## src/verilog/hbridge_pkg.sv

```systemverilog
// Purpose: Shared types and constants for the H-bridge drive and fault control
// Assumes: 125 MHz system clock, one AHB-Lite slave with 32-bit data
// Notes: Times are kept in ns; cycle counts derive from them and the clock rate
package hbridge_pkg;

  // Clock rate
  localparam int unsigned CLK_MHZ = 125;

  // Documented times in ns
  localparam int unsigned GAP_NS = 200;
  localparam int unsigned BLANK_NS = 2000;
  localparam int unsigned OFF_NS = 25000;
  localparam int unsigned UV_DEG_NS = 10000;
  localparam int unsigned OC_DEG_NS = 1500;
  localparam int unsigned SLEEP_NS = 1000000;
  localparam int unsigned WAKE_NS = 40000;
  localparam int unsigned RETRY_NS = 3000000;

  // Least times round up, the wake bound rounds down
  localparam int unsigned GAP_CYC = (GAP_NS * CLK_MHZ + 999) / 1000;
  localparam int unsigned BLANK_CYC = (BLANK_NS * CLK_MHZ + 999) / 1000;
  localparam int unsigned OFF_CYC = (OFF_NS * CLK_MHZ + 999) / 1000;
  localparam int unsigned OFF_HALF_CYC = OFF_CYC / 2;
  localparam int unsigned UV_DEG_CYC = (UV_DEG_NS * CLK_MHZ + 999) / 1000;
  localparam int unsigned OC_DEG_CYC = (OC_DEG_NS * CLK_MHZ + 999) / 1000;
  localparam int unsigned SLEEP_CYC = (SLEEP_NS * CLK_MHZ + 999) / 1000;
  localparam int unsigned WAKE_CYC = (WAKE_NS * CLK_MHZ) / 1000;
  localparam int unsigned RETRY_CYC = (RETRY_NS * CLK_MHZ + 999) / 1000;

  // Register map, byte addresses
  localparam logic [7:0] REG_CTRL = 8'h00;
  localparam logic [7:0] REG_STATUS = 8'h04;

  // Control field positions and reset value
  localparam int unsigned CTRL_MIXED_BIT = 0;
  localparam logic CTRL_MIXED_RST = 1'b0;

  // Status field positions
  localparam int unsigned ST_MODE_LSB = 0;
  localparam int unsigned ST_UV_BIT = 3;
  localparam int unsigned ST_OC_BIT = 4;
  localparam int unsigned ST_THERM_BIT = 5;
  localparam int unsigned ST_STANDBY_BIT = 6;
  localparam int unsigned ST_SUPPLY_BIT = 7;
  localparam int unsigned ST_GATE_LSB = 8;

  // AHB transfer type bit that marks an active transfer
  localparam int unsigned HTRANS_ACTIVE_BIT = 1;

  // Gate pair of one half-bridge
  typedef struct packed {
    logic hs;
    logic ls;
  } gate_t;

  // What one half-bridge is asked to do
  typedef enum logic [1:0] {LEG_OFF, LEG_HIGH, LEG_LOW} leg_cmd_t;

  // Both legs; index 1 is leg a, index 0 is leg b
  typedef leg_cmd_t [1:0] pair_cmd_t;

  // Protection indications; undervoltage and overcurrent after filtering
  typedef struct packed {
    logic uv;
    logic oc;
    logic therm;
  } fault_t;

  // Operating modes
  typedef enum logic [2:0] {
    MODE_SLEEP, MODE_WAKE, MODE_RUN, MODE_CHOP_REV, MODE_CHOP_SLOW, MODE_OC_WAIT
  } mode_t;

endpackage

```

## src/verilog/hbridge_drive_fault_control.sv

```systemverilog
// Purpose: Gate control of one H-bridge with dead time, chopping and fault handling
// Assumes: All inputs are synchronous to clk_sys; analog comparators are outside
// Notes: Registers are reached over AHB-Lite with no wait states
`timescale 1ns/10ps
module hbridge_drive_fault_control
  import hbridge_pkg::*;
#(
  parameter int unsigned SLEEP_CYCLES = SLEEP_CYC,
  parameter int unsigned WAKE_CYCLES = WAKE_CYC,
  parameter int unsigned RETRY_CYCLES = RETRY_CYC
) (
  // Clock and reset
  input wire logic clk_sys,
  input wire logic reset,
  // Drive inputs from the controller
  input wire logic drive_in_a,
  input wire logic drive_in_b,
  // Comparator and protection indications
  input wire logic chop_threshold,
  input wire logic supply_lockout,
  input wire logic overcurrent_trip,
  input wire logic overtemp_trip,
  // Gate drive of the two half-bridges
  output gate_t bridge_out_a,
  output gate_t bridge_out_b,
  // Power state
  output logic standby,
  output logic supply_on,
  // Open-drain fault pin
  output logic fault_flag_n_o,
  output logic fault_flag_n_oe,
  // AHB-Lite slave
  input wire logic hsel,
  input wire logic [31:0] haddr,
  input wire logic [1:0] htrans,
  input wire logic hwrite,
  input wire logic [2:0] hsize,
  input wire logic [31:0] hwdata,
  input wire logic hready,
  output logic [31:0] hrdata,
  output logic hreadyout,
  output logic hresp
);

  // Shared timer covers wake, off time and retry wait
  localparam int unsigned TMAX = (RETRY_CYCLES > WAKE_CYCLES) ?
    ((RETRY_CYCLES > OFF_CYC) ? RETRY_CYCLES : OFF_CYC) :
    ((WAKE_CYCLES > OFF_CYC) ? WAKE_CYCLES : OFF_CYC);
  localparam int unsigned TW = $clog2(TMAX + 1);
  localparam int unsigned BW = $clog2(BLANK_CYC + 1);
  localparam int unsigned GW = $clog2(GAP_CYC + 1);

  localparam logic [TW-1:0] T_WAKE = TW'(WAKE_CYCLES - 1);
  localparam logic [TW-1:0] T_OFF = TW'(OFF_CYC - 1);
  localparam logic [TW-1:0] T_HALF = TW'(OFF_HALF_CYC);
  localparam logic [TW-1:0] T_RETRY = TW'(RETRY_CYCLES - 1);
  localparam logic [BW-1:0] B_LOAD = BW'(BLANK_CYC - 1);
  localparam logic [GW-1:0] G_LOAD = GW'(GAP_CYC - 1);

  // All state of the block
  typedef struct packed {
    mode_t mode;
    logic [TW-1:0] tmr;
    logic [BW-1:0] blank;
    logic [1:0][GW-1:0] gap;
    gate_t [1:0] gates;
    pair_cmd_t held_cmd;
    logic mixed_en;
    logic fault_oe;
    logic supply_on;
    logic standby;
    logic wr_pend;
    logic [7:0] wr_addr;
    logic [31:0] rdata;
    logic ready;
  } state_t;

  state_t cur;
  state_t next_cur;

  fault_t flt;
  logic uv_held, oc_held;
  logic sleep_due;
  logic any_in;

  // Input pair to leg commands
  function automatic pair_cmd_t decode_in(input logic a, input logic b);
    pair_cmd_t p;
    p[1] = LEG_OFF;
    p[0] = LEG_OFF;
    if (a && !b) begin
      p[1] = LEG_HIGH;
      p[0] = LEG_LOW;
    end else if (!a && b) begin
      p[1] = LEG_LOW;
      p[0] = LEG_HIGH;
    end else if (a && b) begin
      p[1] = LEG_LOW;
      p[0] = LEG_LOW;
    end
    return p;
  endfunction

  // Opposite polarity of a driving pair
  function automatic pair_cmd_t flip_pair(input pair_cmd_t p);
    pair_cmd_t q;
    q[1] = p[0];
    q[0] = p[1];
    return q;
  endfunction

  // Leg command to gate pair
  function automatic gate_t leg_gates(input leg_cmd_t c);
    gate_t g;
    g.hs = (c == LEG_HIGH);
    g.ls = (c == LEG_LOW);
    return g;
  endfunction

  // True for forward or reverse, where current flows through the sense path
  function automatic logic is_drive(input pair_cmd_t p);
    return (p[1] == LEG_HIGH) || (p[0] == LEG_HIGH);
  endfunction

  // Register read mux for the read path; the write forward patches its result
  function automatic logic [31:0] read_reg(input logic [7:0] a, input state_t s,
                                           input fault_t f);
    logic [31:0] d;
    d = '0;
    if (a == REG_CTRL) begin
      d[CTRL_MIXED_BIT] = s.mixed_en;
    end else if (a == REG_STATUS) begin
      d[ST_MODE_LSB +: 3] = s.mode;
      d[ST_UV_BIT] = f.uv;
      d[ST_OC_BIT] = (s.mode == MODE_OC_WAIT);
      d[ST_THERM_BIT] = f.therm;
      d[ST_STANDBY_BIT] = s.standby;
      d[ST_SUPPLY_BIT] = s.supply_on;
      d[ST_GATE_LSB +: 4] = s.gates;
    end
    return d;
  endfunction

  // Undervoltage deglitch
  persist_filter #(.CYC(UV_DEG_CYC)) u_uv_filter (
    .clk_sys(clk_sys),
    .reset(reset),
    .level(supply_lockout),
    .held(uv_held)
  );

  // Overcurrent deglitch
  persist_filter #(.CYC(OC_DEG_CYC)) u_oc_filter (
    .clk_sys(clk_sys),
    .reset(reset),
    .level(overcurrent_trip),
    .held(oc_held)
  );

  // Idle timer for standby entry; any high input restarts it
  persist_filter #(.CYC(SLEEP_CYCLES)) u_sleep_filter (
    .clk_sys(clk_sys),
    .reset(reset),
    .level(!drive_in_a && !drive_in_b),
    .held(sleep_due)
  );

  // Comparator carries its own hysteresis, so the level is used directly
  assign flt = '{uv: uv_held, oc: oc_held, therm: overtemp_trip};
  assign any_in = drive_in_a || drive_in_b;

  // Mode sequencing, leg control and register bus
  always_comb begin
    pair_cmd_t tgt;
    pair_cmd_t in_cmd;
    gate_t want;
    logic hold_off;
    logic act;
    tgt = decode_in(1'b0, 1'b0);
    in_cmd = decode_in(drive_in_a, drive_in_b);
    want = '0;
    hold_off = flt.uv || flt.therm;
    act = hsel && htrans[HTRANS_ACTIVE_BIT] && hready;
    next_cur = cur;
    next_cur.tmr = (cur.tmr != '0) ? cur.tmr - 1'b1 : '0;

    // Mode machine
    case (cur.mode)
      MODE_SLEEP: begin
        next_cur.standby = 1'b1;
        if (any_in && !flt.uv) begin
          next_cur.mode = MODE_WAKE;
          next_cur.tmr = T_WAKE;
        end
      end
      MODE_WAKE: begin
        if (cur.tmr == '0) begin
          next_cur.mode = MODE_RUN;
          next_cur.standby = 1'b0;
        end
      end
      MODE_RUN: begin
        tgt = in_cmd;
        if (sleep_due) begin
          next_cur.mode = MODE_SLEEP;
          next_cur.standby = 1'b1;
        end else if (chop_threshold && cur.blank == '0 && is_drive(in_cmd) &&
                     cur.gates == {leg_gates(in_cmd[1]), leg_gates(in_cmd[0])}) begin
          // Blank must have run out before the comparator is trusted
          next_cur.held_cmd = in_cmd;
          next_cur.tmr = T_OFF;
          next_cur.mode = cur.mixed_en ? MODE_CHOP_REV : MODE_CHOP_SLOW;
        end
      end
      MODE_CHOP_REV: begin
        tgt = flip_pair(cur.held_cmd);
        if (cur.tmr == T_HALF) begin
          next_cur.mode = MODE_CHOP_SLOW;
        end
      end
      MODE_CHOP_SLOW: begin
        tgt = decode_in(1'b1, 1'b1);
        if (cur.tmr == '0) begin
          next_cur.mode = MODE_RUN;
        end
      end
      MODE_OC_WAIT: begin
        next_cur.supply_on = 1'b0;
        if (cur.tmr == '0) begin
          next_cur.mode = MODE_RUN;
          next_cur.supply_on = 1'b1;
        end
      end
      default: begin
        next_cur.mode = MODE_SLEEP;
      end
    endcase

    // Overcurrent wins over run, and over chop unless undervoltage or overtemperature ends it; a trip still live when the wait ends re-arms it
    if (flt.oc && cur.mode != MODE_SLEEP && cur.mode != MODE_WAKE &&
        !(cur.mode == MODE_OC_WAIT && cur.tmr != '0)) begin
      next_cur.mode = MODE_OC_WAIT;
      next_cur.tmr = T_RETRY;
      next_cur.supply_on = 1'b0;
      tgt = decode_in(1'b0, 1'b0);
    end else if (cur.mode == MODE_OC_WAIT) begin
      tgt = decode_in(1'b0, 1'b0);
    end

    // Undervoltage and overtemperature end any off cycle and block drive
    if (hold_off) begin
      tgt = decode_in(1'b0, 1'b0);
      if (cur.mode == MODE_CHOP_REV || cur.mode == MODE_CHOP_SLOW) begin
        next_cur.mode = MODE_RUN;
      end
    end

    // Fault pin pulls low in any protection state
    next_cur.fault_oe = flt.uv || flt.therm || (next_cur.mode == MODE_OC_WAIT);

    // Per leg: turn-off is immediate, turn-on waits out the gap
    for (int i = 0; i < 2; i++) begin
      want = leg_gates(tgt[i]);
      if (cur.gates[i] == want) begin
        next_cur.gap[i] = (cur.gap[i] != '0) ? cur.gap[i] - 1'b1 : '0;
      end else if ((cur.gates[i].hs && !want.hs) || (cur.gates[i].ls && !want.ls)) begin
        next_cur.gates[i] = '0;
        next_cur.gap[i] = G_LOAD;
      end else if (cur.gap[i] == '0) begin
        next_cur.gates[i] = want;
      end else begin
        next_cur.gap[i] = cur.gap[i] - 1'b1;
      end
    end

    // Any newly conducting transistor restarts the blank
    if ((next_cur.gates & ~cur.gates) != '0) begin
      next_cur.blank = B_LOAD;
    end else if (cur.blank != '0) begin
      next_cur.blank = cur.blank - 1'b1;
    end

    // Bus write lands in the data phase
    if (cur.wr_pend && cur.wr_addr == REG_CTRL) begin
      next_cur.mixed_en = hwdata[CTRL_MIXED_BIT];
    end
    next_cur.wr_pend = act && hwrite;
    next_cur.wr_addr = {haddr[7:2], 2'b00};

    // Read data is captured in the address phase
    next_cur.rdata = '0;
    if (act && !hwrite) begin
      next_cur.rdata = read_reg({haddr[7:2], 2'b00}, cur, flt);
      // Back-to-back write then read of control sees the new value
      if (cur.wr_pend && cur.wr_addr == REG_CTRL && haddr[7:2] == REG_CTRL[7:2]) begin
        next_cur.rdata[CTRL_MIXED_BIT] = hwdata[CTRL_MIXED_BIT];
      end
    end
    next_cur.ready = 1'b1;
  end

  // State register
  always_ff @(posedge clk_sys) begin
    if (reset) begin
      cur <= '0;
      cur.mode <= MODE_SLEEP;
      cur.standby <= 1'b1;
      cur.supply_on <= 1'b1;
      cur.mixed_en <= CTRL_MIXED_RST;
      cur.ready <= 1'b1;
      cur.held_cmd <= '{LEG_OFF, LEG_OFF};
    end else begin
      cur <= next_cur;
    end
  end

  // Outputs straight from state
  assign bridge_out_a = cur.gates[1];
  assign bridge_out_b = cur.gates[0];
  assign standby = cur.standby;
  assign supply_on = cur.supply_on;
  assign fault_flag_n_oe = cur.fault_oe;
  assign fault_flag_n_o = 1'b0;
  assign hrdata = cur.rdata;
  assign hreadyout = cur.ready;
  assign hresp = 1'b0;

endmodule // hbridge_drive_fault_control

```

## src/verilog/persist_filter.sv

```systemverilog
// Purpose: Passes a level only after it has stood high for a set number of cycles
// Assumes: Input is synchronous to clk_sys
// Notes: Output drops in the first cycle the input is low
`timescale 1ns/10ps
module persist_filter #(
  parameter int unsigned CYC = 16
) (
  // Clock and reset
  input wire logic clk_sys,
  input wire logic reset,
  // Filtered level
  input wire logic level,
  output logic held
);

  localparam int unsigned CW = $clog2(CYC + 1);
  localparam logic [CW-1:0] LAST = CW'(CYC - 1);

  typedef struct packed {
    logic [CW-1:0] cnt;
    logic held;
  } filt_t;

  filt_t cur;
  filt_t next_cur;

  // Count consecutive high samples
  always_comb begin
    next_cur = cur;
    if (!level) begin
      next_cur.cnt = '0;
      next_cur.held = 1'b0;
    end else if (!cur.held) begin
      if (cur.cnt == LAST) begin
        next_cur.held = 1'b1;
      end else begin
        next_cur.cnt = cur.cnt + 1'b1;
      end
    end
  end

  // State register
  always_ff @(posedge clk_sys) begin
    if (reset) begin
      cur <= '0;
    end else begin
      cur <= next_cur;
    end
  end

  assign held = cur.held;

endmodule // persist_filter

```

## config.mk

```make
export PLATFORM = sky130hd
export DESIGN_NAME = hbridge_drive_fault_control
export DESIGN_NICKNAME = d
export VERILOG_FILES = /design/src/verilog/hbridge_pkg.sv /design/src/verilog/hbridge_drive_fault_control.sv /design/src/verilog/persist_filter.sv
export SDC_FILE = /design/constraint.sdc
export NUM_CORES = 1
export LEC_CHECK = 0
export BUFFER_PORTS_ARGS = -buffer_cell sky130_fd_sc_hd__buf_2
export CAP_MARGIN = 30
export CELL_PAD_IN_SITES_DETAIL_PLACEMENT = 1
export CELL_PAD_IN_SITES_GLOBAL_PLACEMENT = 1
export CORE_MARGIN = 3
export CORE_UTILIZATION = 41
export DETAILED_ROUTE_END_ITERATION = 8
export PLACE_DENSITY = 0.85
export RECOVER_POWER = 50
export SKIP_CTS_REPAIR_TIMING = 1
export SYNTH_ARGS = -nofsm -noshare
export SYNTH_HDL_FRONTEND = slang
export SYNTH_SLANG_ARGS = --single-unit
```

## constraint.sdc

```tcl
create_clock -name clk_sys -period 4.3 [get_ports clk_sys]
set_input_delay 0.215 -clock clk_sys [delete_from_list [all_inputs] [get_ports clk_sys]]
set_output_delay 0.215 -clock clk_sys [all_outputs]
set_load 0.005 [all_outputs]
```

==> metrics <==
status=finished, violations left; failing checks=max-capacitance violations, max-slew violations; setup total negative slack=0 ns; RSZ-0062 raised after global routing=false; capturing element type of the critical path=flip-flop; final instance area=6150 um2; I/O pins=122; Max Cap Viol=1; Final Cycle Share=82.0%; gpl congestion=~0.82; largest cells by area after synthesis=dfxtp_1 (38%), buf_4 (5.2%), ha_1 (4.4%); dpl hpwl=10.3 mm; post-synthesis sequential area ratio=38.4%; Post-Syn Area=5740 um2; # DRC=0; crit-path max FO=18; DR iter-0 viols=roughly 210; relative slew slack=-32.7%; Worst EP required=4.45 ns; fmax=284 MHz; post-route ant nets=0; # clock sinks=110; largest net degree at the start of global routing=44; clock latency on the worst-skew pair=0.36 ns; Post-Syn Instances=659; final setup vio count=0; min Tclk post-route=3.53 ns; ant diodes=0; Post-synth EDFFs=0; Hold Slack=0.0801 ns; CP Launch Point=cur[91]$_SDFF_PP0_; Die H=124 um; startpoint types=flip-flop; first-pass GRT wire length=24.1 mm; ys async rst share=0%; standard-cell rows=42; CTS Buf Count=9; Worst path slowest cell=or3b_1; critical-path cell list=or3b_1, a2111oi_4, nand2_1, ha_1, nand2_1, nor4b_1, buf_4, nand2_1, o22a_1, nor4b_1; register bit total from synthesis=110; layout cells sized above 1=10.2%; worst r2r src=cur[91]$_SDFF_PP0_; kind of critical path=flip-flop to flip-flop; Post-DP Area=approximately 5900 um2; via density per instance=5.61; fin nets=769; die area=roughly 15000 um2; HP Start=haddr[3]; drt first pass iters=4; WL/cell=16.7 um; Worst-path clk slew=0.07 ns; Yosys top cell area share=38.4%; setup ws final=0.775 ns; grt total ovfl=0; Largest delay share family, worst path=simple AND/OR/NAND/NOR gates; Worst-Margin Slew=about 2.0 ns; routed wire length=14.2 mm; clk root buf=clkbuf_16; Yosys top cell by area=dfxtp_1; antenna violations before repair=0; Power, Total=2.66 mW; worst min-delay path class=input port to flip-flop; synth warn=0; H-tree level count=3; LEAKAGE=2.28 nW; Final Hold Viols=0; starting density of the core=42.7%; non-filler cells, final=850; Max VDD drop=0.173 mV; P&R area growth vs syn=7.06%; Worst Path Buf+Inv=1; Post-Route Utilization=45.7%; area of the core=around 13000 um2; vias in the first global route=5087; GRT Util Overall=18.4%; synthesized area per cell=8.71 um2; CTS tree=yes; dpl ws=0.742 ns; top_reg_cell synth=dfxtp_1; via count=roughly 4800; Placed Cells=834; Netlist cell types=72; Die Wd=124 um; Crit path top cell by count=nand2_1; worst stage delay on the critical path=0.55 ns; # port buffers=37; CTS Buffer Depth=2; Slew Viols, Final=44; Worst Clk Skew=0.00553 ns; PwrDens=433 nW/um2; Arr. time, crit path=between 3 and 4 ns
[routing by layer]
layer | vias to the layer above | track usage, % | part of all wire (%)
li1 | 2306 | - | -
met1 | 2366 | 20.9 | 44
met2 | 79 | 33.7 | 52
met3 | 17 | 4.50 | 3.5
met4 | 0 | 5.80 | 1.2
met5 | - | 0 | 0
[synthesized netlist by cell type (4+ instances only)]
master and n:
inv_1 16, nand2b_1 8, o211ai_1 4, a211oi_1 4
or3_1 12, buf_4 40, nor4b_1 6, mux2i_1 7
a21oi_1 45, or4_1 5, nor3_1 15, nor2b_1 10
nand4_1 14, buf_2 5, nand4b_1 8, xnor2_1 27
nor4_1 18, nand2_1 48, and4_1 4, and2_1 14
xor2_1 19, clkbuf_1 21, ha_1 20, o21ai_0 17
nor2_1 64, dfxtp_1 110, nor3b_1 4, nand3_1 14
a31oi_1 9
[path summary, 6_finish.rpt]
check	to	slack (ns)	cells after the start
setup / recovery	cur[66]$_SDFFE_PP0P_	0.77	10
hold / removal	cur[36]$_SDFF_PP0_	0.08	2
setup reg to reg	cur[66]$_SDFFE_PP0P_	0.77	10
hold reg to reg	cur[47]$_SDFFE_PP0P_	0.47	2
[registers in the layout (all words and copies together) (netlist names)]
signal / cells
u_uv_filter.cur: 11
standby: 1
u_oc_filter.cur: 8
bridge_out_b: 2
fault_flag_n_oe: 1
supply_on: 1
u_sleep_filter.held: 1
u_oc_filter.held: 1
cur: 52
u_sleep_filter.cur: 17
hrdata: 12
u_uv_filter.held: 1
bridge_out_a: 2
[power by group]
| group | switching [mW] | internal [mW] | total, mW | leakage [nW] |
|---|---|---|---|---|
| logic | 0.358 | 0.279 | 0.637 | 1.25 |
| clock network | 0.371 | 0.468 | 0.839 | 0.142 |
| registers | 0.0864 | 1.10 | 1.19 | 0.895 |
| total | 0.816 | 1.85 | 2.66 | 2.28 |
[cell usage in the layout, fill, tap and decap left out, types with 14 or more instances in the layout]
master    Yosys  routed
ha_1         20      20
nor3_1       15      15
xnor2_1      27      27
xor2_1       19      19
o21ai_0      17      17
nor2_1       64      64
nand4_1      14      14
conb_1        2      23
nand3_1      14      14
clkbuf_1     21      14
dfxtp_1     110     110
nor4_1       18      18
a21oi_1      45      45
nand2_1      48      48
buf_2         5      26
inv_1        16      16
[final cells by class]
type                       count  area (um2)
clock inverter                 5        58.8
multi-input combinational    486        3130
tap                          176         220
inverter                      16        60.1
fill                        1627        7310
sequential                   110        2200
timing repair buffer          46         231
clock buffer                  11         243
[cell families (layout without fill, tap and decap cells)]
kind of cell	after synthesis	in the layout	synth area share (%)
DFF	110	110	38.4
xor gates and xnor gates	46	46	7.02
buffers and inverters	84	78	8.37
muxes	9	9	1.61
other	2	23	0.131
AOI/OAI and AO/OA	116	116	13.4
adders and majority gates	20	20	4.36
and+or+nand+nor	272	272	26.7
(Power assumes the default switching activity.)
